### src/pts_pkg.sv
package pts_pkg;
    // ==================================================================
    // timing
    localparam int CLK_NS = 10;
    // charge window length in ns, rounded down to whole cycles
    localparam int CHARGE_NS = 200;
    localparam int CHARGE_CYC = (CHARGE_NS / CLK_NS) < 1 ? 1 :
        (CHARGE_NS / CLK_NS);
    // gap between end of charge and sampling, rounded up
    localparam int GAP_NS = 20;
    localparam int GAP_CYC = ((GAP_NS + CLK_NS - 1) / CLK_NS) < 1 ? 1 :
        ((GAP_NS + CLK_NS - 1) / CLK_NS);
    // discharge time in ns, rounded up
    localparam int DISCH_NS = 500;
    localparam int DISCH_CYC = ((DISCH_NS + CLK_NS - 1) / CLK_NS) < 1 ? 1 :
        ((DISCH_NS + CLK_NS - 1) / CLK_NS);
    localparam int CNT_W = 8;
    // ==================================================================
    // reset values, adc channel count and sequencer states
    localparam logic [2:0] PWM_OFF = 3'h0;
    localparam logic CH_RST = 1'b0;
    localparam int ADC_CH = 4;
    typedef enum logic [2:0] {
        PTS_IDLE, PTS_CHARGE, PTS_GAP, PTS_CONVERT, PTS_DISCHARGE
    } pts_state_e;
endpackage

### src/pts_sampler.sv
`timescale 1ns/1ns
// Function
// - comparator trip forces all pwm outputs off at once, without a clock
// - current input routed to comparator or adc; trip level is programmable
// - start trigger charges selected channel fixed time, then triggers adc
// - adc samples three back-voltage phases and slider channel together
// - slider channel alternates each pwm period
// - charge window starts from pwm-synchronous event, fits between edges
// - conversion starts a short gap after charging ends
// - after four conversions raise interrupt and start discharging capacitor in the same cycle
module pts_sampler
    import pts_pkg::*;
#(
    parameter int LEVEL_W = 8
) (
    // clock and reset
    input wire logic sys_clk,
    input wire logic rst,
    // pwm stage
    input wire logic pwm_period_start,
    input wire logic [2:0] pwm_high_req,
    input wire logic [2:0] pwm_low_req,
    output logic [2:0] pwm_high,
    output logic [2:0] pwm_low,
    // overcurrent comparator and configuration
    input wire logic comp_trip,
    input wire logic current_to_adc,
    input wire logic [LEVEL_W-1:0] trip_level_cfg,
    input wire logic fault_clear,
    output logic [LEVEL_W-1:0] trip_level,
    output logic comp_enable,
    output logic adc_current_sel,
    output logic fault_latched,
    // charge time measure unit and adc
    output logic charge_en,
    output logic discharge_en,
    output logic slider_sel,
    output logic adc_sample,
    input wire logic adc_done,
    output logic adc_irq
);
    import pts_pkg::*;

    // ==================================================================
    // fault path
    logic fault_reg;
    logic [2:0] pwm_h_reg;
    logic [2:0] pwm_l_reg;

    always_ff @(posedge sys_clk) begin
        if (rst) begin
            fault_reg <= 1'b0;
        end else if (comp_trip) begin
            fault_reg <= 1'b1;
        end else if (fault_clear) begin
            fault_reg <= 1'b0;
        end
    end

    always_ff @(posedge sys_clk) begin
        if (rst || comp_trip || fault_reg) begin
            pwm_h_reg <= PWM_OFF;
            pwm_l_reg <= PWM_OFF;
        end else begin
            pwm_h_reg <= pwm_high_req;
            pwm_l_reg <= pwm_low_req;
        end
    end

    // the trip gate bypasses the flops so shutdown needs no clock edge
    assign pwm_high = pwm_h_reg & {3{~comp_trip}};
    assign pwm_low = pwm_l_reg & {3{~comp_trip}};
    assign fault_latched = fault_reg;

    // ==================================================================
    // analog configuration
    always_ff @(posedge sys_clk) begin
        if (rst) begin
            trip_level <= '0;
            comp_enable <= 1'b0;
            adc_current_sel <= 1'b0;
        end else begin
            trip_level <= trip_level_cfg;
            comp_enable <= ~current_to_adc;
            adc_current_sel <= current_to_adc;
        end
    end

    // ==================================================================
    // measurement sequencer
    pts_state_e state_reg;
    logic [CNT_W-1:0] cnt_reg;
    logic [2:0] done_cnt_reg;

    always_ff @(posedge sys_clk) begin
        if (rst) begin
            state_reg <= PTS_IDLE;
            cnt_reg <= '0;
            done_cnt_reg <= '0;
        end else begin
            unique case (state_reg)
                PTS_IDLE: begin
                    // period start sits far from switching edges
                    if (pwm_period_start) begin
                        state_reg <= PTS_CHARGE;
                        cnt_reg <= CNT_W'(CHARGE_CYC - 1);
                    end
                end
                PTS_CHARGE: begin
                    if (cnt_reg == '0) begin
                        state_reg <= PTS_GAP;
                        cnt_reg <= CNT_W'(GAP_CYC - 1);
                    end else begin
                        cnt_reg <= cnt_reg - 1'b1;
                    end
                end
                PTS_GAP: begin
                    if (cnt_reg == '0) begin
                        state_reg <= PTS_CONVERT;
                        done_cnt_reg <= '0;
                    end else begin
                        cnt_reg <= cnt_reg - 1'b1;
                    end
                end
                PTS_CONVERT: begin
                    if (adc_done) begin
                        if (done_cnt_reg == 3'(ADC_CH - 1)) begin
                            state_reg <= PTS_DISCHARGE;
                            cnt_reg <= CNT_W'(DISCH_CYC - 1);
                        end else begin
                            done_cnt_reg <= done_cnt_reg + 1'b1;
                        end
                    end
                end
                PTS_DISCHARGE: begin
                    if (cnt_reg == '0) begin
                        state_reg <= PTS_IDLE;
                    end else begin
                        cnt_reg <= cnt_reg - 1'b1;
                    end
                end
            endcase
        end
    end

    // outputs registered from next-state terms
    always_ff @(posedge sys_clk) begin
        if (rst) begin
            charge_en <= 1'b0;
            discharge_en <= 1'b0;
            adc_sample <= 1'b0;
            adc_irq <= 1'b0;
        end else begin
            charge_en <= (state_reg == PTS_IDLE && pwm_period_start) ||
                (state_reg == PTS_CHARGE && cnt_reg != '0);
            // one pulse samples all four channels at once
            adc_sample <= state_reg == PTS_GAP && cnt_reg == '0;
            adc_irq <= state_reg == PTS_CONVERT && adc_done &&
                done_cnt_reg == 3'(ADC_CH - 1);
            discharge_en <= (state_reg == PTS_CONVERT && adc_done &&
                done_cnt_reg == 3'(ADC_CH - 1)) ||
                (state_reg == PTS_DISCHARGE && cnt_reg != '0);
        end
    end

    // channel flips at the end of each discharge, i.e. once per period
    always_ff @(posedge sys_clk) begin
        if (rst) begin
            slider_sel <= CH_RST;
        end else if (state_reg == PTS_DISCHARGE && cnt_reg == '0) begin
            slider_sel <= ~slider_sel;
        end
    end

    // ==================================================================
    // checks
    // the charge window is counted here, so its length is checked on a
    // small counter instead of a long run of repeated cycles
    logic [CNT_W-1:0] chg_run_reg;

    always_ff @(posedge sys_clk) begin
        if (rst || !charge_en) begin
            chg_run_reg <= '0;
        end else begin
            chg_run_reg <= chg_run_reg + 1'b1;
        end
    end

    trip_forces_off_a: assert property (
        @(posedge sys_clk) disable iff (rst)
        comp_trip |-> (pwm_high == 3'h0 && pwm_low == 3'h0))
        else $error("pwm active during trip");
    fault_holds_a: assert property (
        @(posedge sys_clk) disable iff (rst)
        fault_reg && !fault_clear |=> fault_reg && pwm_high == 3'h0)
        else $error("fault released without clear");
    route_cfg_a: assert property (
        @(posedge sys_clk) disable iff (rst)
        current_to_adc |=> adc_current_sel && !comp_enable)
        else $error("current routing wrong");
    charge_len_a: assert property (
        @(posedge sys_clk) disable iff (rst)
        $fell(charge_en) |-> chg_run_reg == CNT_W'(CHARGE_CYC))
        else $error("charge window length wrong");
    charge_cap_a: assert property (
        @(posedge sys_clk) disable iff (rst)
        charge_en |-> chg_run_reg < CNT_W'(CHARGE_CYC))
        else $error("charge window overran");
    gap_a: assert property (
        @(posedge sys_clk) disable iff (rst)
        $fell(charge_en) |-> !adc_sample ##2 adc_sample)
        else $error("sample not after gap");
    start_sync_a: assert property (
        @(posedge sys_clk) disable iff (rst)
        $rose(charge_en) |-> $past(pwm_period_start))
        else $error("charge not period synced");
    sample_once_a: assert property (
        @(posedge sys_clk) disable iff (rst)
        adc_sample |=> !adc_sample)
        else $error("sample pulse too long");
    irq_disch_a: assert property (
        @(posedge sys_clk) disable iff (rst)
        adc_irq |-> discharge_en ##1 !adc_irq)
        else $error("irq without discharge");
    alternate_a: assert property (
        @(posedge sys_clk) disable iff (rst)
        (charge_en || adc_sample || adc_irq) |-> $stable(slider_sel))
        else $error("channel changed mid measurement");
    channel_flip_a: assert property (
        @(posedge sys_clk) disable iff (rst)
        $fell(discharge_en) |-> slider_sel != $past(slider_sel))
        else $error("channel did not alternate");
endmodule

### config.mk
export PLATFORM = sky130hd
export DESIGN_NAME = pts_sampler
export DESIGN_NICKNAME = d
export VERILOG_FILES = /design/src/pts_pkg.sv /design/src/pts_sampler.sv
export SDC_FILE = /design/constraint.sdc
export NUM_CORES = 1
export LEC_CHECK = 0
export BUFFER_PORTS_ARGS = -buffer_cell sky130_fd_sc_hd__clkbuf_2
export CAP_MARGIN = 30
export CELL_PAD_IN_SITES_DETAIL_PLACEMENT = 0
export CELL_PAD_IN_SITES_GLOBAL_PLACEMENT = 1
export CORE_UTILIZATION = 34
export DETAILED_ROUTE_END_ITERATION = 7
export PLACE_DENSITY = 0.73
export REMOVE_ABC_BUFFERS = 1
export SKIP_CTS_REPAIR_TIMING = 1
export SLEW_MARGIN = 40
export SYNTH_ARGS = -nofsm -noshare
export SYNTH_HDL_FRONTEND = slang
export SYNTH_SLANG_ARGS = --single-unit
### constraint.sdc
create_clock -name sys_clk -period 1.95 [get_ports sys_clk]
set_clock_uncertainty 0.15 [all_clocks]
set_input_delay 0.2925 -clock sys_clk [delete_from_list [all_inputs] [get_ports sys_clk]]
set_output_delay 0.2925 -clock sys_clk [all_outputs]
set_load 0.01 [all_outputs]
==> results of run 1 <==
[cell usage after synthesis (2+ instances only)]
master | number | area (sq um)
xor2_1 | 4 | 35.0
nand3b_1 | 2 | 15.0
dfxtp_1 | 36 | 721
or3_1 | 2 | 12.5
o21ai_0 | 7 | 35.0
nor4_1 | 2 | 12.5
inv_1 | 6 | 22.5
clkbuf_1 | 3 | 11.3
nor2b_1 | 16 | 100
buf_2 | 2 | 10.0
a21oi_1 | 10 | 50.1
buf_1 | 4 | 15.0
nand2b_1 | 3 | 18.8
nor2_1 | 16 | 60.1
nand2_1 | 10 | 37.5
a31oi_1 | 2 | 12.5
a311oi_1 | 2 | 17.5
nand3_1 | 3 | 15.0
nand4_1 | 2 | 12.5
o22ai_1 | 2 | 12.5
nor3_1 | 7 | 35.0
ha_1 | 4 | 50.1
and2_1 | 7 | 43.8
o221ai_1 | 2 | 17.5
[power by group through the flow]
stage               sequential (mW)  combinational (mW)  clock (mW)
CTS                           0.959                1.04       0.543
detailed placement            0.976                1.03           0
floorplan                     0.994               0.654           0
global placement              0.976                1.04           0
global route                  0.991                1.23       0.576
finish                        0.969                1.11       0.528
[cell type report]
type | count | area (sq um)
inverter | 6 | 22.5
clock inverter | 3 | 18.8
fill | 441 | 2330
clock buffer | 5 | 68.8
multi-input combinational | 125 | 873
tap | 52 | 65.1
sequential | 36 | 724
timing repair buffer | 59 | 338
[worst max-delay path by stage]
| stage | start | cells after the start | slack, ps | to |
|---|---|---|---|---|
| finish | done_cnt_reg[0]$_SDFFE_PP0P_ | 8 | 50 | cnt_reg[6]$_SDFFE_PP0P_ |
| global route | done_cnt_reg[0]$_SDFFE_PP0P_ | 8 | -30 | cnt_reg[6]$_SDFFE_PP0P_ |
| CTS | done_cnt_reg[0]$_SDFFE_PP0P_ | 8 | -40 | cnt_reg[7]$_SDFFE_PP0P_ |
| detailed placement | cnt_reg[1]$_SDFFE_PP0P_ | 6 | -10 | cnt_reg[1]$_SDFFE_PP0P_ |
| global placement | done_cnt_reg[0]$_SDFFE_PP0P_ | 8 | 30 | cnt_reg[6]$_SDFFE_PP0P_ |
| floorplan | done_cnt_reg[0]$_SDFFE_PP0P_ | 7 | 60 | cnt_reg[6]$_SDFFE_PP0P_ |
[stage by stage]
| stage | instances | hold WS (ps) | setup slack, ps | area [sq um] | power, mW |
|---|---|---|---|---|---|
| final | 286 | 7.85 | 45.2 | 2110 | 2.61 |
| after floorplan | 167 | 209 | 59.7 | 1550 | 1.65 |
| after detailed placement | 278 | 315 | -10.7 | 1950 | 2.01 |
| after CTS | 286 | 2.59 | -44.9 | 2040 | 2.54 |
| after global placement | 278 | 313 | 27.9 | 1950 | 2.01 |
| after global routing | 286 | 15.8 | -31.5 | 2110 | 2.79 |
[cells by family after synthesis]
family / share of synthesized area, %
AOI/OAI and AO/OA: 16.8
adders and majority gates: 3.12
muxes: 0.624
and+or+nand+nor: 27.6
xor gates and xnor gates: 2.18
DFF: 44.9
buffers and inverters: 4.68
[metal layers]
metal	vias up	share of wire (%)	routed length, um	GRT usage, %
met1	636	46	1550	17.1
li1	723	-	-	-
met2	26	49	1660	25.2
met4	0	1.4	48	6.67
met5	-	0	0	0
met3	5	4.3	146	3.28
==> run summary, run 1 <==
Sequential fraction of the synthesis area - 44.9%
CP delay by family, top - compound AO/OA/AOI/OAI gates
Logic pwr share - 42.6%
Synth Register Bits - 36
Reg2Reg Launch Point - done_cnt_reg[0]$_SDFFE_PP0P_
GRT Util Overall - 14.6%
IR drop worst, VDD - 721 uV
Setup_tns - 0 ps
Setup slack, reg-to-reg - 50 ps
Most common cell after layout, fill and taps aside - clkbuf_2
Syn Std Cell Area - 0.00160 sq mm
Tcrit/Tclk final - 97.7%
Failing checks - design-rule violations
Worst hold start - current_to_adc
Overflow after GRT - 0
Max Slew Vio Count - 0
Crit-path most repeated cell - ha_4
F_max - 525 MHz
Switch share - 37.3%
Reg2reg path depth - 8
Clock sinks - 36
Syn avg cell area - 9.01 sq um
Clock Tree Buf Depth - 2
Tightest Pin Transition - 456 ps
Tightest Hold Check Type - in2reg
Die Ht - 70.7 um
Data arrival time of the worst path - 1970 ps
Via count - 1390
Cells after Synth - 178
Setup-failing EPs final - 0
P_int - 1.64 mW
Rel. slew slack - 69.3%
Critical path type - reg2reg
Cells along the critical path - ha_4, ha_4, nand2_2, a31oi_2, o22ai_1, buf_4, or3_1, a21oi_1
First-pass GRT wire length - 5.77 mm
# diodes - 0
RSZ-0062 raised after global routing - true
CTS tree - done
Hpwl dp - 2.52 mm
Crit-path max FO - 5
Worst path bufs/invs - 1
Clock network fraction of design power - 20.2%
NetSw - 0.974 mW
Share of layout cells above drive strength 1 - 38.0%
Reg2reg end - cnt_reg[6]$_SDFFE_PP0P_
Power density over the cells - 1240 mW/mm^2
CTS Buf Count - 5
Hold Violations, Final - 0
Placer congestion estimate - 0.793
Largest net degree at the start of global routing - 13
Setup crit end kind - flop
# DRC - 6
Delay of the slowest cell on the worst path - 360 ps
Yosys cell types - 48
Yosys warning count - 0
DRT iter0 DRCs - 47
Vias in the first global route - 1324
Initial antenna violation count - 0
H-tree levels - 2
Hold path cells - 2
Required time worst endpoint - 2020 ps
Clock root buffer - clkbuf_8
Worst Hold Path EP - comp_enable$_SDFF_PP0_
Final min period - 1900 ps
DR WL/cell - 11.9 um
CP max-delay cell - dfxtp_2
Port-buffer cells - 42
ANT nets after route - 0
Main synth FF type - dfxtp_1
Core area - 0.00444 sq mm
Asr flop ratio synth - 0%
Starting Density - 36.1%
Worst-path clk slew - 80 ps
Reg power frac - 37.1%
DR pass1 iterations - 6
Clock Latency Late Sink - 290 ps
Die area - 0.00500 sq mm
CP Launch Type - flop
Final layout net count - 258
Drt total wl - 3.40 mm
Area Overhead vs Synth - 31.6%
Site row count - 24
Outcome - complete, but fails checks
Commonest non-fill, non-tap cells in the layout - clkbuf_2, dfxtp_1, buf_4
Number of I/O pins - 43
Post-synth EDFFs - 0
Pleak - 0.919 nW
Die W - 70.7 um
Final core area utilization - 47.5%
Max capacitance violation total - 0
Via/cell ratio - 4.86
No activity file was read; power rests on OpenSTA's default activity.
==> inputs of run 2 (changes only) <==
Settings changed: PLACE_DENSITY 0.73 to default, PLACE_DENSITY_LB_ADDON from default to 0.1.
==> run 2 against run 1 <==
- the flow still finishes with violations (design-rule violations)
- worst hold slack gained 9.7 ps
- count of clock-buffer cells in the layout grew 1
- register-to-register slack gained 40 ps
- critical path depth down 1
- largest power group unchanged
- global-route usage is 2.0 points higher
- flip-flop and latch count unchanged
- first-iteration DRC count grew 83%
- die area unchanged
- highest routed layer unchanged
- maximum frequency is 2.4% higher
- sequential power about the same
- design area grew 2.1%
==> run summary, run 2 (same netlist as run 1, synthesis figures left out) <==
Outcome - complete, but fails checks
Failing checks - design-rule violations
# DRC - 8
Die Ht - 70.7 um
Area Overhead vs Synth - 34.3%
Reg2reg path depth - 7
Hpwl dp - 2.87 mm
Via count - 1429
DP Area - 0.00198 sq mm
Overflow after GRT - 0
CTS tree - done
Starting Density - 36.1%
Total power - 2.73 mW
First-pass GRT wire length - 6.45 mm
DR pass1 iterations - 6
Largest net degree at the start of global routing - 16
# diodes - 0
Final min period - 1860 ps
CP Launch Type - flop
Placer congestion estimate - 0.912
Clock sinks - 36
Hold Violations, Final - 0
Setup-failing EPs final - 0
Port-buffer cells - 42
Tightest Hold Check Type - in2reg
Setup crit end kind - flop
Site row count - 24
ANT nets after route - 0
Clock Latency Late Sink - 280 ps
Setup_tns - 0 ps
Core area - 0.00444 sq mm
Pre-CTS setup slack - 0.453 ps
Crit-path max FO - 5
Worst Hold Path EP - comp_enable$_SDFF_PP0_
Reg2reg end - cnt_reg[4]$_SDFFE_PP0P_
Finished layout cell area - 0.00215 sq mm
F_max - 538 MHz
Pleak - 0.939 nW
Commonest non-fill, non-tap cells in the layout - clkbuf_2, dfxtp_1, buf_4
Setup slack after layout - 90.2 ps
GRT Util Overall - 16.5%
Clock root buffer - clkbuf_8
Worst-path clk slew - 70 ps
Share of layout cells above drive strength 1 - 39.7%
Vias in the first global route - 1450
Required time worst endpoint - 1980 ps
Hold path cells - 2
Worst hold start - current_to_adc
Setup slack, reg-to-reg - 90 ps
DRT iter0 DRCs - 86
Final layout net count - 262
Reg2Reg Launch Point - done_cnt_reg[0]$_SDFFE_PP0P_
Number of I/O pins - 43
Critical path type - reg2reg
Via/cell ratio - 4.94
Rel. slew slack - 69.5%
Die area - 0.00500 sq mm
IR drop worst, VDD - 715 uV
Initial antenna violation count - 0
Fill cell total of the finished layout - 447
Tightest Pin Transition - 454 ps
Max capacitance violation total - 0
Most common cell after layout, fill and taps aside - clkbuf_2
RSZ-0062 raised after global routing - false
CTS Buf Count - 5
Power density over the cells - 1270 mW/mm^2
Tcrit/Tclk final - 95.4%
Drt total wl - 3.67 mm
H-tree levels - 2
Final core area utilization - 48.5%
Data arrival time of the worst path - 1880 ps
DR WL/cell - 12.7 um
Die W - 70.7 um
Clock Tree Buf Depth - 2
Max Slew Vio Count - 0
[run 2: cell count changes in the layout (fill, tap and decap cells not counted), sizes merged]
cell    previous run  this run
clkbuf            47        48
clkinv             3         1
buf               17        21
[run 2: worst max-delay path by stage]
stage               cells past startpoint                       to                          from
CTS                                     7  cnt_reg[6]$_SDFFE_PP0P_  done_cnt_reg[0]$_SDFFE_PP0P_
global route                            8  cnt_reg[4]$_SDFFE_PP0P_       cnt_reg[0]$_SDFFE_PP0P_
global placement                        7  cnt_reg[7]$_SDFFE_PP0P_  done_cnt_reg[0]$_SDFFE_PP0P_
detailed placement                      7  cnt_reg[6]$_SDFFE_PP0P_  done_cnt_reg[0]$_SDFFE_PP0P_
finish                                  7  cnt_reg[4]$_SDFFE_PP0P_  done_cnt_reg[0]$_SDFFE_PP0P_
floorplan                               7  cnt_reg[6]$_SDFFE_PP0P_  done_cnt_reg[0]$_SDFFE_PP0P_
[run 2: area by class of cell]
type                            instances  area, sq um  area share, %
Clock inverter                          1         5.00          0.232
Clock buffer                            6         72.6           3.37
Multi-Input combinational cell        125          897           41.6
Tap cell                               52         65.1           3.02
Inverter                                6         22.5           1.05
Timing Repair Buffer                   63          368           17.1
Sequential cell                        36          724           33.6
[run 2: stage by stage]
step / hold WS (ps) / std cells
floorplan: 209 / 167
global placement: 309 / 282
detailed placement: 314 / 282
CTS: 6.23 / 289
global route: 17.7 / 289
finish: 17.5 / 289
[run 2: worst max-delay path, cell delays in order, from the launching register on]
cell     delay, ps
dfxtp_2        330
ha_1           200
ha_2           190
nand2_2         90
a31oi_4        110
buf_4          180
o22a_2         230
o221a_2        270
[run 2: where the power goes]
part / switching (mW) / internal, mW
combinational: 0.655 / 0.623
sequential: 0.123 / 0.845
clock: 0.241 / 0.242
total: 1.02 / 1.71
[run 2: per-layer routing]
layer	share of wire (%)	global-route usage (%)
met5	0	0
met4	0.93	6.00
met3	4.0	4.99
met2	50	28.6
met1	45	19.3
